--- config.mk ---
export PLATFORM = sky130hd
export DESIGN_NAME = gdc_top
export DESIGN_NICKNAME = d
export VERILOG_FILES = /design/src/rtl/gdc_pkg.sv /design/src/rtl/gdc_top.sv /design/src/rtl/gdc_glitch_filter.sv
export VERILOG_INCLUDE_DIRS = /design/src /design/src/rtl
export SDC_FILE = /design/constraint.sdc
export NUM_CORES = 1
export LEC_CHECK = 0
export ABC_AREA = 1
export BUFFER_PORTS_ARGS = -buffer_cell sky130_fd_sc_hd__buf_4
export CAP_MARGIN = 20
export CELL_PAD_IN_SITES_DETAIL_PLACEMENT = 1
export CELL_PAD_IN_SITES_GLOBAL_PLACEMENT = 2
export CORE_MARGIN = 4
export CORE_UTILIZATION = 28
export CTS_CLUSTER_SIZE = 14
export DETAILED_ROUTE_END_ITERATION = 12
export GPL_ROUTABILITY_DRIVEN = 0
export PLACE_DENSITY_LB_ADDON = 0.2
export SLEW_MARGIN = 0
export SYNTH_ARGS = -nofsm -noshare
export SYNTH_HDL_FRONTEND = slang
export SYNTH_HIERARCHICAL = 1
export SYNTH_SLANG_ARGS = --single-unit
--- constraint.sdc ---
create_clock -name mclk -period 1.55 [get_ports mclk]
set_input_delay 0.2325 -clock mclk [delete_from_list [all_inputs] [get_ports mclk]]
set_output_delay 0.2325 -clock mclk [all_outputs]
set_load 0.03 [all_outputs]
--- src/rtl/gdc_map.svh ---
// Register offsets, field positions, reset values and timing counts of the gate driver configuration block.
`ifndef GDC_MAP_SVH
`define GDC_MAP_SVH

// ************************************************************
// Register map
// ************************************************************
`define GDC_ADDR_W 16
`define GDC_CFG_OFFSET 16'h00ac
`define GDC_CFG_RESET 32'h10228100

// ************************************************************
// Field positions
// ************************************************************
`define GDC_PARITY_BIT 31
`define GDC_SLEW_LSB 26
`define GDC_CLR_BIT 23
`define GDC_OVSEL_BIT 19
`define GDC_OVEN_BIT 18
`define GDC_OTWREP_BIT 16
`define GDC_FILT_LSB 12
`define GDC_RETRY_BIT 11
`define GDC_OCLVL_BIT 10
`define GDC_OCMODE_LSB 8
`define GDC_GAIN_LSB 0

// ************************************************************
// Timing
// ************************************************************
`define GDC_CLK_MHZ 200
`define GDC_FILT0_NS 200
`define GDC_FILT1_NS 600
`define GDC_FILT2_NS 1200
`define GDC_FILT3_NS 1600
`define GDC_NS2CYC(ns) ((((ns) * `GDC_CLK_MHZ) + 999) / 1000)
`define GDC_RETRY_SHORT_MS 5
`define GDC_RETRY_LONG_MS 500
`define GDC_MS2CYC(ms) ((ms) * `GDC_CLK_MHZ * 1000)

`endif

--- src/rtl/gdc_pkg.sv ---
// Types shared by the gate driver configuration block.
package gdc_pkg;

  // ************************************************************
  // Overcurrent response codes
  // ************************************************************
  typedef enum logic [1:0] {
    GDC_OC_LATCH = 2'h0,
    GDC_OC_RETRY = 2'h1,
    GDC_OC_REPORT = 2'h2,
    GDC_OC_IGNORE = 2'h3
  } gdc_oc_mode_t;

  // ************************************************************
  // Overcurrent protection states
  // ************************************************************
  typedef enum logic [1:0] {
    GDC_ST_RUN = 2'h0,
    GDC_ST_WAIT = 2'h1,
    GDC_ST_LATCH = 2'h2
  } gdc_state_t;

endpackage : gdc_pkg

--- src/rtl/gdc_top.sv ---
// Gate driver protection configuration register and the protection logic it steers.
// Summary of operation
// [RQ1] The configuration register sits at offset ACh and resets to 10228100h.
// [RQ2] The slew rate field picks 25, 50, 125 or 200 V/us for codes 0 to 3.
// [RQ3] Writing one to bit 23 clears every latched fault and the bit reads back as zero.
// [RQ4] The overvoltage threshold bit selects a 32 V trip level at zero and 20 V at one.
// [RQ5] Bit 18 enables overvoltage protection when one and disables it when zero.
// [RQ6] Bit 16 lets an over-temperature warning pull the fault pin low when one.
// [RQ7] The filter field demands 0.2, 0.6, 1.2 or 1.6 us of steady overcurrent before acceptance.
// [RQ8] The retry bit makes the driver wait 5 ms at zero and 500 ms at one before retrying.
// [RQ9] The overcurrent threshold bit selects a typical 9 A trip at zero and 13 A at one.
// [RQ10] Response code 0 latches an overcurrent fault and code 1 retries it automatically.
// [RQ11] Response code 2 reports without acting and code 3 neither reports nor acts.
// [RQ12] The gain field selects 0.24, 0.48, 0.96 or 1.92 V/A for codes 0 to 3.
// [RQ13] The gain field applies only while automatic gain selection is off.
// [RQ14] Software keeps reserved fields at their reset values by read-modify-write.
// [RQ15] Bit 31 holds a parity bit that resets to zero and is stored as written.
`timescale 1ns/1ps
`include "gdc_map.svh"
module gdc_top #(
  parameter int RETRY_SHORT_CYC = `GDC_MS2CYC(`GDC_RETRY_SHORT_MS),
  parameter int RETRY_LONG_CYC = `GDC_MS2CYC(`GDC_RETRY_LONG_MS),
  parameter int RETRY_W = 27
) (
  input wire logic mclk,
  input wire logic rst,
  input wire logic [`GDC_ADDR_W-1:0] reg_addr,
  input wire logic reg_wr,
  input wire logic reg_rd,
  input wire logic [31:0] reg_wdata,
  output logic [31:0] reg_rdata,
  output logic reg_rvalid,
  input wire logic overcurrent_in,
  input wire logic overtemp_warn_in,
  input wire logic supply_above_32v_in,
  input wire logic supply_above_20v_in,
  input wire logic auto_sense_gain_enable,
  input wire logic [1:0] auto_sense_gain_code,
  output logic [1:0] slew_rate_code,
  output logic overcurrent_threshold,
  output logic [1:0] sense_amp_gain,
  output logic drive_disable,
  output logic overcurrent_fault,
  output logic overvoltage_fault,
  output logic fault_indicator_pin_n
);

  // ************************************************************
  // Elaboration checks
  // ************************************************************
  localparam int FILT_W = 9;
  localparam logic [FILT_W-1:0] FILT0_CYC = FILT_W'(`GDC_NS2CYC(`GDC_FILT0_NS));
  localparam logic [FILT_W-1:0] FILT1_CYC = FILT_W'(`GDC_NS2CYC(`GDC_FILT1_NS));
  localparam logic [FILT_W-1:0] FILT2_CYC = FILT_W'(`GDC_NS2CYC(`GDC_FILT2_NS));
  localparam logic [FILT_W-1:0] FILT3_CYC = FILT_W'(`GDC_NS2CYC(`GDC_FILT3_NS));

  generate
    if (RETRY_W > 31 || RETRY_SHORT_CYC < 1 || RETRY_LONG_CYC < 1 ||
        RETRY_SHORT_CYC >= (1 << RETRY_W) || RETRY_LONG_CYC >= (1 << RETRY_W)) begin : g_bad_retry
      $error("gdc_top: retry counts do not fit the retry counter");
    end
    // A faster clock would silently wrap the longest filter count, so refuse it here.
    if (`GDC_NS2CYC(`GDC_FILT3_NS) >= (1 << FILT_W)) begin : g_bad_filter
      $error("gdc_top: filter count does not fit the filter counter");
    end
  endgenerate

  // ************************************************************
  // Helpers
  // ************************************************************
  function automatic logic [FILT_W-1:0] filt_cycles(input logic [1:0] code);
    case (code)
      2'h0: filt_cycles = FILT0_CYC;
      2'h1: filt_cycles = FILT1_CYC;
      2'h2: filt_cycles = FILT2_CYC;
      default: filt_cycles = FILT3_CYC;
    endcase
  endfunction : filt_cycles

  function automatic logic [RETRY_W-1:0] retry_cycles(input logic long_sel);
    retry_cycles = long_sel ? RETRY_W'(RETRY_LONG_CYC - 1) : RETRY_W'(RETRY_SHORT_CYC - 1);
  endfunction : retry_cycles

  // ************************************************************
  // Pin synchronisers
  // ************************************************************
  logic [3:0] pin_meta_r;
  logic [3:0] pin_sync_r;
  logic oc_pin;
  logic otw_pin;
  logic above32_pin;
  logic above20_pin;

  // Comparator and sense outputs come from the analogue domain and must settle first.
  always_ff @(posedge mclk) begin
    if (rst) begin
      pin_meta_r <= 4'h0;
      pin_sync_r <= 4'h0;
    end else begin
      pin_meta_r <= {supply_above_20v_in, supply_above_32v_in, overtemp_warn_in, overcurrent_in};
      pin_sync_r <= pin_meta_r;
    end
  end

  assign oc_pin = pin_sync_r[0];
  assign otw_pin = pin_sync_r[1];
  assign above32_pin = pin_sync_r[2];
  assign above20_pin = pin_sync_r[3];

  // ************************************************************
  // Configuration register
  // ************************************************************
  logic [31:0] cfg_r;
  logic cfg_hit;
  logic clear_pulse;
  logic [31:0] cfg_wval;

  assign cfg_hit = (reg_addr == `GDC_CFG_OFFSET); // [RQ1]
  assign clear_pulse = reg_wr && cfg_hit && reg_wdata[`GDC_CLR_BIT]; // [RQ3]

  // Reserved bits are stored as written, so software must write back what it read.
  always_comb begin
    cfg_wval = reg_wdata;
    cfg_wval[`GDC_CLR_BIT] = 1'b0; // [RQ3]
  end

  always_ff @(posedge mclk) begin
    if (rst) begin
      cfg_r <= `GDC_CFG_RESET; // [RQ1] [RQ15]
    end else if (reg_wr && cfg_hit) begin
      cfg_r <= cfg_wval; // [RQ14] [RQ15]
    end
  end

  always_ff @(posedge mclk) begin
    if (rst) begin
      reg_rdata <= 32'h00000000;
      reg_rvalid <= 1'b0;
    end else begin
      reg_rvalid <= reg_rd;
      reg_rdata <= (reg_rd && cfg_hit) ? cfg_r : 32'h00000000;
    end
  end

  // ************************************************************
  // Field decode
  // ************************************************************
  logic ov_sel;
  logic ov_en;
  logic overtemp_warning_report;
  logic [1:0] filt_code;
  logic retry_long;
  gdc_pkg::gdc_oc_mode_t oc_mode;

  assign ov_sel = cfg_r[`GDC_OVSEL_BIT];
  assign ov_en = cfg_r[`GDC_OVEN_BIT];
  assign overtemp_warning_report = cfg_r[`GDC_OTWREP_BIT];
  assign filt_code = cfg_r[`GDC_FILT_LSB +: 2];
  assign retry_long = cfg_r[`GDC_RETRY_BIT];
  assign oc_mode = gdc_pkg::gdc_oc_mode_t'(cfg_r[`GDC_OCMODE_LSB +: 2]);

  // The analogue drivers take the codes directly; the encodings are fixed by the drive stage.
  always_ff @(posedge mclk) begin
    if (rst) begin
      slew_rate_code <= 2'h0;
      overcurrent_threshold <= 1'b0;
      sense_amp_gain <= 2'h0;
    end else begin
      slew_rate_code <= cfg_r[`GDC_SLEW_LSB +: 2]; // [RQ2]
      overcurrent_threshold <= cfg_r[`GDC_OCLVL_BIT]; // [RQ9]
      sense_amp_gain <= auto_sense_gain_enable ? auto_sense_gain_code : cfg_r[`GDC_GAIN_LSB +: 2]; // [RQ12] [RQ13]
    end
  end

  // ************************************************************
  // Overcurrent filter
  // ************************************************************
  logic oc_accepted;
  logic oc_accepted_d_r;
  logic oc_event;

  gdc_glitch_filter #(
    .CW(FILT_W)
  ) u_filter (
    .mclk(mclk),
    .rst(rst),
    .level_in(oc_pin),
    .limit(filt_cycles(filt_code)), // [RQ7]
    .accepted(oc_accepted)
  );

  always_ff @(posedge mclk) begin
    if (rst) begin
      oc_accepted_d_r <= 1'b0;
    end else begin
      oc_accepted_d_r <= oc_accepted;
    end
  end

  assign oc_event = oc_accepted && !oc_accepted_d_r;

  // ************************************************************
  // Overcurrent response
  // ************************************************************
  gdc_pkg::gdc_state_t state_r;
  gdc_pkg::gdc_state_t state_nxt;
  logic [RETRY_W-1:0] retry_cnt_r;

  always_comb begin
    state_nxt = state_r;
    case (state_r)
      gdc_pkg::GDC_ST_RUN: begin
        if (oc_event && oc_mode == gdc_pkg::GDC_OC_LATCH) begin
          state_nxt = gdc_pkg::GDC_ST_LATCH; // [RQ10]
        end else if (oc_event && oc_mode == gdc_pkg::GDC_OC_RETRY) begin
          state_nxt = gdc_pkg::GDC_ST_WAIT; // [RQ10]
        end
      end
      gdc_pkg::GDC_ST_WAIT: begin
        if (retry_cnt_r == '0) begin
          state_nxt = gdc_pkg::GDC_ST_RUN; // [RQ8]
        end
      end
      gdc_pkg::GDC_ST_LATCH: begin
        // A new overcurrent in the clear cycle keeps the latch.
        if (clear_pulse && !oc_event) begin
          state_nxt = gdc_pkg::GDC_ST_RUN; // [RQ3]
        end
      end
      default: begin
        state_nxt = gdc_pkg::GDC_ST_RUN;
      end
    endcase
  end

  always_ff @(posedge mclk) begin
    if (rst) begin
      state_r <= gdc_pkg::GDC_ST_RUN;
    end else begin
      state_r <= state_nxt;
    end
  end

  always_ff @(posedge mclk) begin
    if (rst) begin
      retry_cnt_r <= '0;
    end else if (state_r == gdc_pkg::GDC_ST_RUN && state_nxt == gdc_pkg::GDC_ST_WAIT) begin
      retry_cnt_r <= retry_cycles(retry_long); // [RQ8]
    end else if (retry_cnt_r != '0) begin
      retry_cnt_r <= retry_cnt_r - {{(RETRY_W-1){1'b0}}, 1'b1};
    end
  end

  // ************************************************************
  // Fault flags
  // ************************************************************
  logic oc_report;
  logic ov_trip;

  assign oc_report = oc_event && (oc_mode != gdc_pkg::GDC_OC_IGNORE); // [RQ11]
  assign ov_trip = ov_en && (ov_sel ? above20_pin : above32_pin); // [RQ4] [RQ5]

  // The set term wins, so an event arriving with the clear is never lost.
  always_ff @(posedge mclk) begin
    if (rst) begin
      overcurrent_fault <= 1'b0;
    end else if (oc_report) begin
      overcurrent_fault <= 1'b1; // [RQ11]
    end else if (clear_pulse) begin
      overcurrent_fault <= 1'b0; // [RQ3]
    end
  end

  always_ff @(posedge mclk) begin
    if (rst) begin
      overvoltage_fault <= 1'b0;
    end else if (ov_trip) begin
      overvoltage_fault <= 1'b1; // [RQ5]
    end else if (clear_pulse) begin
      overvoltage_fault <= 1'b0; // [RQ3]
    end
  end

  // ************************************************************
  // Driver shutdown and fault pin
  // ************************************************************
  // Overvoltage disables the bridge only while the supply is high; the flag stays for software.
  always_ff @(posedge mclk) begin
    if (rst) begin
      drive_disable <= 1'b0;
    end else begin
      drive_disable <= (state_nxt != gdc_pkg::GDC_ST_RUN) || ov_trip; // [RQ10] [RQ5]
    end
  end

  always_ff @(posedge mclk) begin
    if (rst) begin
      fault_indicator_pin_n <= 1'b1;
    end else begin
      fault_indicator_pin_n <= !(overcurrent_fault || overvoltage_fault || (overtemp_warning_report && otw_pin)); // [RQ6]
    end
  end

endmodule : gdc_top

--- src/rtl/gdc_glitch_filter.sv ---
// Glitch filter that accepts a level only after it has stood for a programmable number of cycles.
`timescale 1ns/1ps
module gdc_glitch_filter #(
  parameter int CW = 9
) (
  input wire logic mclk,
  input wire logic rst,
  input wire logic level_in,
  input wire logic [CW-1:0] limit,
  output logic accepted
);

  logic [CW-1:0] count_r;

  generate
    if (CW < 2) begin : g_bad_width
      $error("gdc_glitch_filter: counter width too small");
    end
  endgenerate

  // ************************************************************
  // Qualification counter
  // ************************************************************
  // A glitch shorter than the limit restarts the count, so only a steady level passes.
  always_ff @(posedge mclk) begin
    if (rst || !level_in) begin
      count_r <= '0;
    end else if (count_r != limit) begin
      count_r <= count_r + {{(CW-1){1'b0}}, 1'b1};
    end
  end

  always_ff @(posedge mclk) begin
    if (rst) begin
      accepted <= 1'b0;
    end else begin
      accepted <= level_in && (count_r == limit);
    end
  end

endmodule : gdc_glitch_filter

# After elaboration in Yosys (flattened, before gate mapping)
# Cells that the tools add are included.
# word_totals
register_bits	120
out_inout_bits	42
word_cells	74
in_bits	59
# op_classes
bitwise_logic	1
n_mux	14
reduce_logical	30
n_addsub	2
eq_ne	10
# ops
cell	n
2-to-1 mux 27 bit	3
zero test 27 bit	1
one-hot mux 9 bit (3 select lines)	1
nonzero test 27 bit	1
subtractor 27 x 1 -> 27 bit (second input constant)	1
equality test 16 x 8 -> 1 bit (second input constant)	1
logical AND 1 bit	12
2-to-1 mux 2 bit	5
adder 9 x 1 -> 9 bit (second input constant)	1
equality test 9 bit	1
!= test 9 bit	1
equality test 2 x 1 -> 1 bit (second input constant)	4
nonzero test 2 bit	4
zero test 2 bit	3
one-hot mux 2 bit (3 select lines)	1
equality test 2 bit (second input constant)	2
zero test 1 bit	4
logical OR 1 bit	4
2-to-1 mux 1 bit	4
!= test 2 bit (second input constant)	1
OR reduction 2 bit	1
inverter 1 bit	1

# Longest topological paths before layout
# depth
depth_word	9
depth_mapped	13

# Modules after synthesis
# The synthesis kept the hierarchy.
# by_module_without_submodules
mod	area_per_inst_um2	seq_area_each_um2	cells_per_inst	instances
gdc_top	4446.8	2202.1	579	1
gdc_glitch_filter	742.0	200.2	115	1

# Least setup slack after synthesis
# Ideal clock, no wire load.
# synth_timing
path_kind	register to register
start	register retry_cnt_r[0]
end	register retry_cnt_r[23]
path_buffers	1
path_slack_ns	0.001
synth_period_minus_slack_ns	1.549
arrival_time_ns	1.422
stages_incl_launch_ff	11
cell_sequence	dfxtp_1 -> inv_2 -> ha_1 -> nand2_4 -> nor2_8 -> nand4_4 -> inv_2 -> nand2_2 -> buf_6 -> nand2_1 -> nor2_1
# synth_via
elab_chain_len	6
# synth_rtl
item	line	source
from (decl)	gdc_top.sv:207	logic [RETRY_W-1:0] retry_cnt_r;
from (signal assigned)	gdc_top.sv:248	retry_cnt_r <= retry_cycles(retry_long);
from (signal assigned)	gdc_top.sv:250	retry_cnt_r <= retry_cnt_r - {{(RETRY_W-1){1'b0}}, 1'b1};
parallel branches: the longest is 6 deep, another holds subtractor 27 x 1 -> 27 bit	n/a	
# Several ways; the timed one is not identified. The select of a mux whose other input is x is not followed.
# A chain may end at the register's enable or synchronous reset.

# Worst setup path in the final report
# layout_timing
start	register cfg_r[12]
end	register u_filter.count_r[5]
# layout_via
elab_chain_len	3
# layout_rtl
item	line	source
from (decl)	gdc_top.sv:113	logic [31:0] cfg_r;
from (signal assigned)	gdc_top.sv:129	cfg_r <= `GDC_CFG_RESET;
from (signal assigned)	gdc_top.sv:131	cfg_r <= cfg_wval;
equality test 2 bit, or another cell as far along	gdc_top.sv:72	case (code)
one-hot mux 9 bit (3 select lines) *	gdc_top.sv:72	
!= test 9 bit *	gdc_glitch_filter.sv:28	end else if (count_r != limit) begin
to (signal assigned)	gdc_glitch_filter.sv:29	count_r <= count_r + {{(CW-1){1'b0}}, 1'b1};
to (decl)	gdc_glitch_filter.sv:13	logic [CW-1:0] count_r;
# Every way passes the cells marked *; elsewhere a longest branch is shown, timed or not.

==> impl_metrics.toml <==
[cells_and_area]
antennaDiodeCount = 0
synthToLayoutAreaGrowth_pct = 43.9
final_nets = 912
filler_cell_count = 2142
drive_gt1_share_pct = 31.7
final_cells = 1088
postLayoutCellArea_um2 = 7470

[place]
place_area_um2 = 6490
place.detailed.hpwl_um = 11700
place.port_buffers = 99
preCtsSetupSlack_ns = -0.190
placed_cells = 1047

[run_status]
failed_checks = "setup timing"
outcome = "finished, violations left"

[detailed_routing]
via_per_inst = 4.51
route.detailed.wl_per_inst_um = 14.8
drt-initial-drc-count = 163
drcViolationCount = 0
first_pass_iters = 4
detail-route-antenna-nets = 0
num_vias = 4909
routed_wirelength_um = 16100

[logic_synthesis]
synth_edf_count = 0
synth_cell_types = 39
synth-seq-area-share_pct = 46.3
synth-warning-count = 6
yosys.cell_count.top_type = "sky130_fd_sc_hd__nor2_1"
xor_xnor_share_of_the_synthesized_area_pct = 2.72
postSynthAreaPerCell_um2 = 7.48
ys.flop_type = "sky130_fd_sc_hd__dfxtp_1"
synthArstFlopShare_pct = 0
netlist_area_um2 = 5190
synth.area.top_cells = "sky130_fd_sc_hd__dfxtp_1, sky130_fd_sc_hd__nor2_1, sky130_fd_sc_hd__nand2_1"
dominant_combinational_cell_family_by_area_after_synthesis = "simple AND/OR/NAND/NOR gates"
netlist_instances = 694
ffs_latches_synth = 120
netlist.area_leader.share_pct = 46.3
synth_area_leader_cell = "sky130_fd_sc_hd__dfxtp_1"
post_synth_fa_ha_maj_area_fraction_pct = 1.69
synthTopCellsByCount = "sky130_fd_sc_hd__nor2_1, sky130_fd_sc_hd__dfxtp_1, sky130_fd_sc_hd__nand2_1, sky130_fd_sc_hd__inv_1, sky130_fd_sc_hd__nand3_1"
synth-compound-area-share_pct = 8.68
post_synth_and_or_nand_nor_area_fraction_pct = 31.5
share_of_synthesized_area_spent_on_multiplexers_pct = 0

[die]
floorplan.initialDensity_pct = 28.7
number_of_placement_rows = 49
core_area_um2 = 18100
die_x_um = 144
design.portCount = 101
die-area_um2 = 20800
floorplan.die.height_um = 144

[clocking]
htree_num_levels = 4
ctsRootBufferMaster = "sky130_fd_sc_hd__clkbuf_16"
cts_made_buffers = 17
cts-hold-fix-buffers = 0
tritoncts_clock_tree = "built"
clockBufferDepth = 2
cts_sinks = 120
clk_pin_slew_worst_paths_ns = 0.06
insertion_delay_ns = 0.42

[sta]
maxSlewViolCount = 0
hold_ws_ns = 0.0232
layout_min_cycle_time_ns = 1.62
min_period_over_period_pct = 105
fmaxAchievable_mhz = 616
layout_setup_ws_ns = -0.0721
setup_repair_after_global_routing_missed_its_margin = "yes"
timing.clock.skew_ns = 0.00963
report.final.hold_viol_count = 0
setup_viol = 9

[power]
peakVddDrop_mv = 0.854
cell_pwr_density_nw_per_um2 = 1810
power.total_mw = 13.5
leakagePower_nw = 3.42

[global_route]
first_global_vias = 5251
wire_length_of_the_first_global_routing_pass_um = 26300
antenna_found_initial = 0
grt_usage_pct = 16.0
overflow = 0
grt_start_max_net_pins = 49

[setup_path]
critical_path_arrival_ns = 1.93
cp_num_buf_inv = 3
critical-path-top-delay-family = "simple AND/OR/NAND/NOR gates"
critical_path.startpoint_type = "register"
cell_type_of_the_slowest_stage_on_the_worst_timing_path = "sky130_fd_sc_hd__dfxtp_4"
crit_fanout = 4
critical_path_cell_list = "inv_6 > ha_4 > nor2_2 > nor2_1 > inv_1 > nand2_2 > nand2_2 > nor2_4 > inv_2 > nor2_4 > nand3_2 > nand2_1 > nor2_1"
r2r_setup_slack_ns = -0.07
data_required_time_of_the_critical_path_ns = 1.86
path_class = "register to register"
end_kind = "register"
critPathMaxStageDelay_ns = 0.37

[worst_hold_path]
hold_path_class = "primary input to register"

[flow_run]
max_cap_violations = 0
## power by group
group / total (mW) / switching, mW / internal [mW]
clock network: 4.34 / 1.50 / 2.84
registers: 3.70 / 0.301 / 3.40
logic: 5.45 / 3.19 / 2.26
## layout by cell type, fill, tap and decap left out, drive strengths merged, types with 2 or more instances in the layout
cell / n
clkbuf: 20
conb: 5
a21o: 3
dfxtp: 120
nand4: 16
clkinvlp: 2
nor2: 175
xnor2: 8
buf: 150
xor2: 6
clkinv: 4
bufinv: 4
a211oi: 26
or2: 2
nand2: 125
ha: 7
a21oi: 26
o21ai: 13
nor4: 2
nand3: 41
nor3: 2
inv: 97
## metrics by stage
stage / utilization, % / setup TNS [ns]
CTS: 39.8 / -0.222
global route: 41.3 / -1.43
finish: 41.3 / -0.482
detailed placement: 35.9 / -1.47
global placement: 35.9 / -0.354
floorplan: - / 0
## tightest hold or removal path, stage by stage
cell                     delay [ns]
sky130_fd_sc_hd__buf_4         0.08
sky130_fd_sc_hd__inv_1         0.03
sky130_fd_sc_hd__nor2_1        0.06
## layer usage
metal / vias up / global-route usage [%] / part of all wire, %
met2: 89 / 25.8 / 48
met4: 0 / 5.15 / 1.3
li1: 2476 / - / -
met3: 15 / 6.22 / 6.9
met5: - / 0 / 0
met1: 2329 / 19.8 / 44
## area by class of cell
cell class / count / area (µm²) / area share, %
clock buffers: 20 / 467 / 6.25
clock inverters: 12 / 188 / 2.51
inverters: 95 / 365 / 4.89
multi-input cells: 462 / 2580 / 34.5
flip-flops and latches: 120 / 2410 / 32.3
well taps: 229 / 287 / 3.84
repair buffers: 150 / 1170 / 15.7
## worst paths after layout
kind	startpoint	end	cells after the start
setup / recovery	cfg_r[12]	u_filter/count_r[5]	13
hold reg to reg	pin_meta_r[3]	pin_sync_r[3]	2
hold / removal	overcurrent_in	pin_meta_r[0]	3
setup reg to reg	cfg_r[12]	u_filter/count_r[5]	13
## cells by family (layout without fill, tap and decap cells)
| family | after synthesis | in the layout |
|---|---|---|
| buffers and inverters | 118 | 277 |
| xor gates and xnor gates | 14 | 14 |
| other | 1 | 5 |
| and+or+nand+nor | 363 | 365 |
| AOI/OAI and AO/OA | 71 | 71 |
| adders and majority gates | 7 | 7 |
| DFF | 120 | 120 |
## what timing repair did
item,CTS,global route
gates cloned,2,1
buffers inserted,1,5
setup endpoints to repair,13,28
hold endpoints to repair,0,0
gates resized for setup,12,58
pin swaps,3,16
## registers in the layout, indices dropped and copies added, names as in the netlist
register and cells:
reg_rdata 31, pin_meta_r 4, u_filter/count_r 9, sense_amp_gain 2, u_filter/accepted 1, pin_sync_r 4, overcurrent_threshold 1, fault_indicator_pin_n 1
overvoltage_fault 1, drive_disable 1, slew_rate_code 2, cfg_r 31, retry_cnt_r 27, oc_accepted_d_r 1, state_r 2, overcurrent_fault 1
reg_rvalid 1
(Power assumes the default switching activity.)
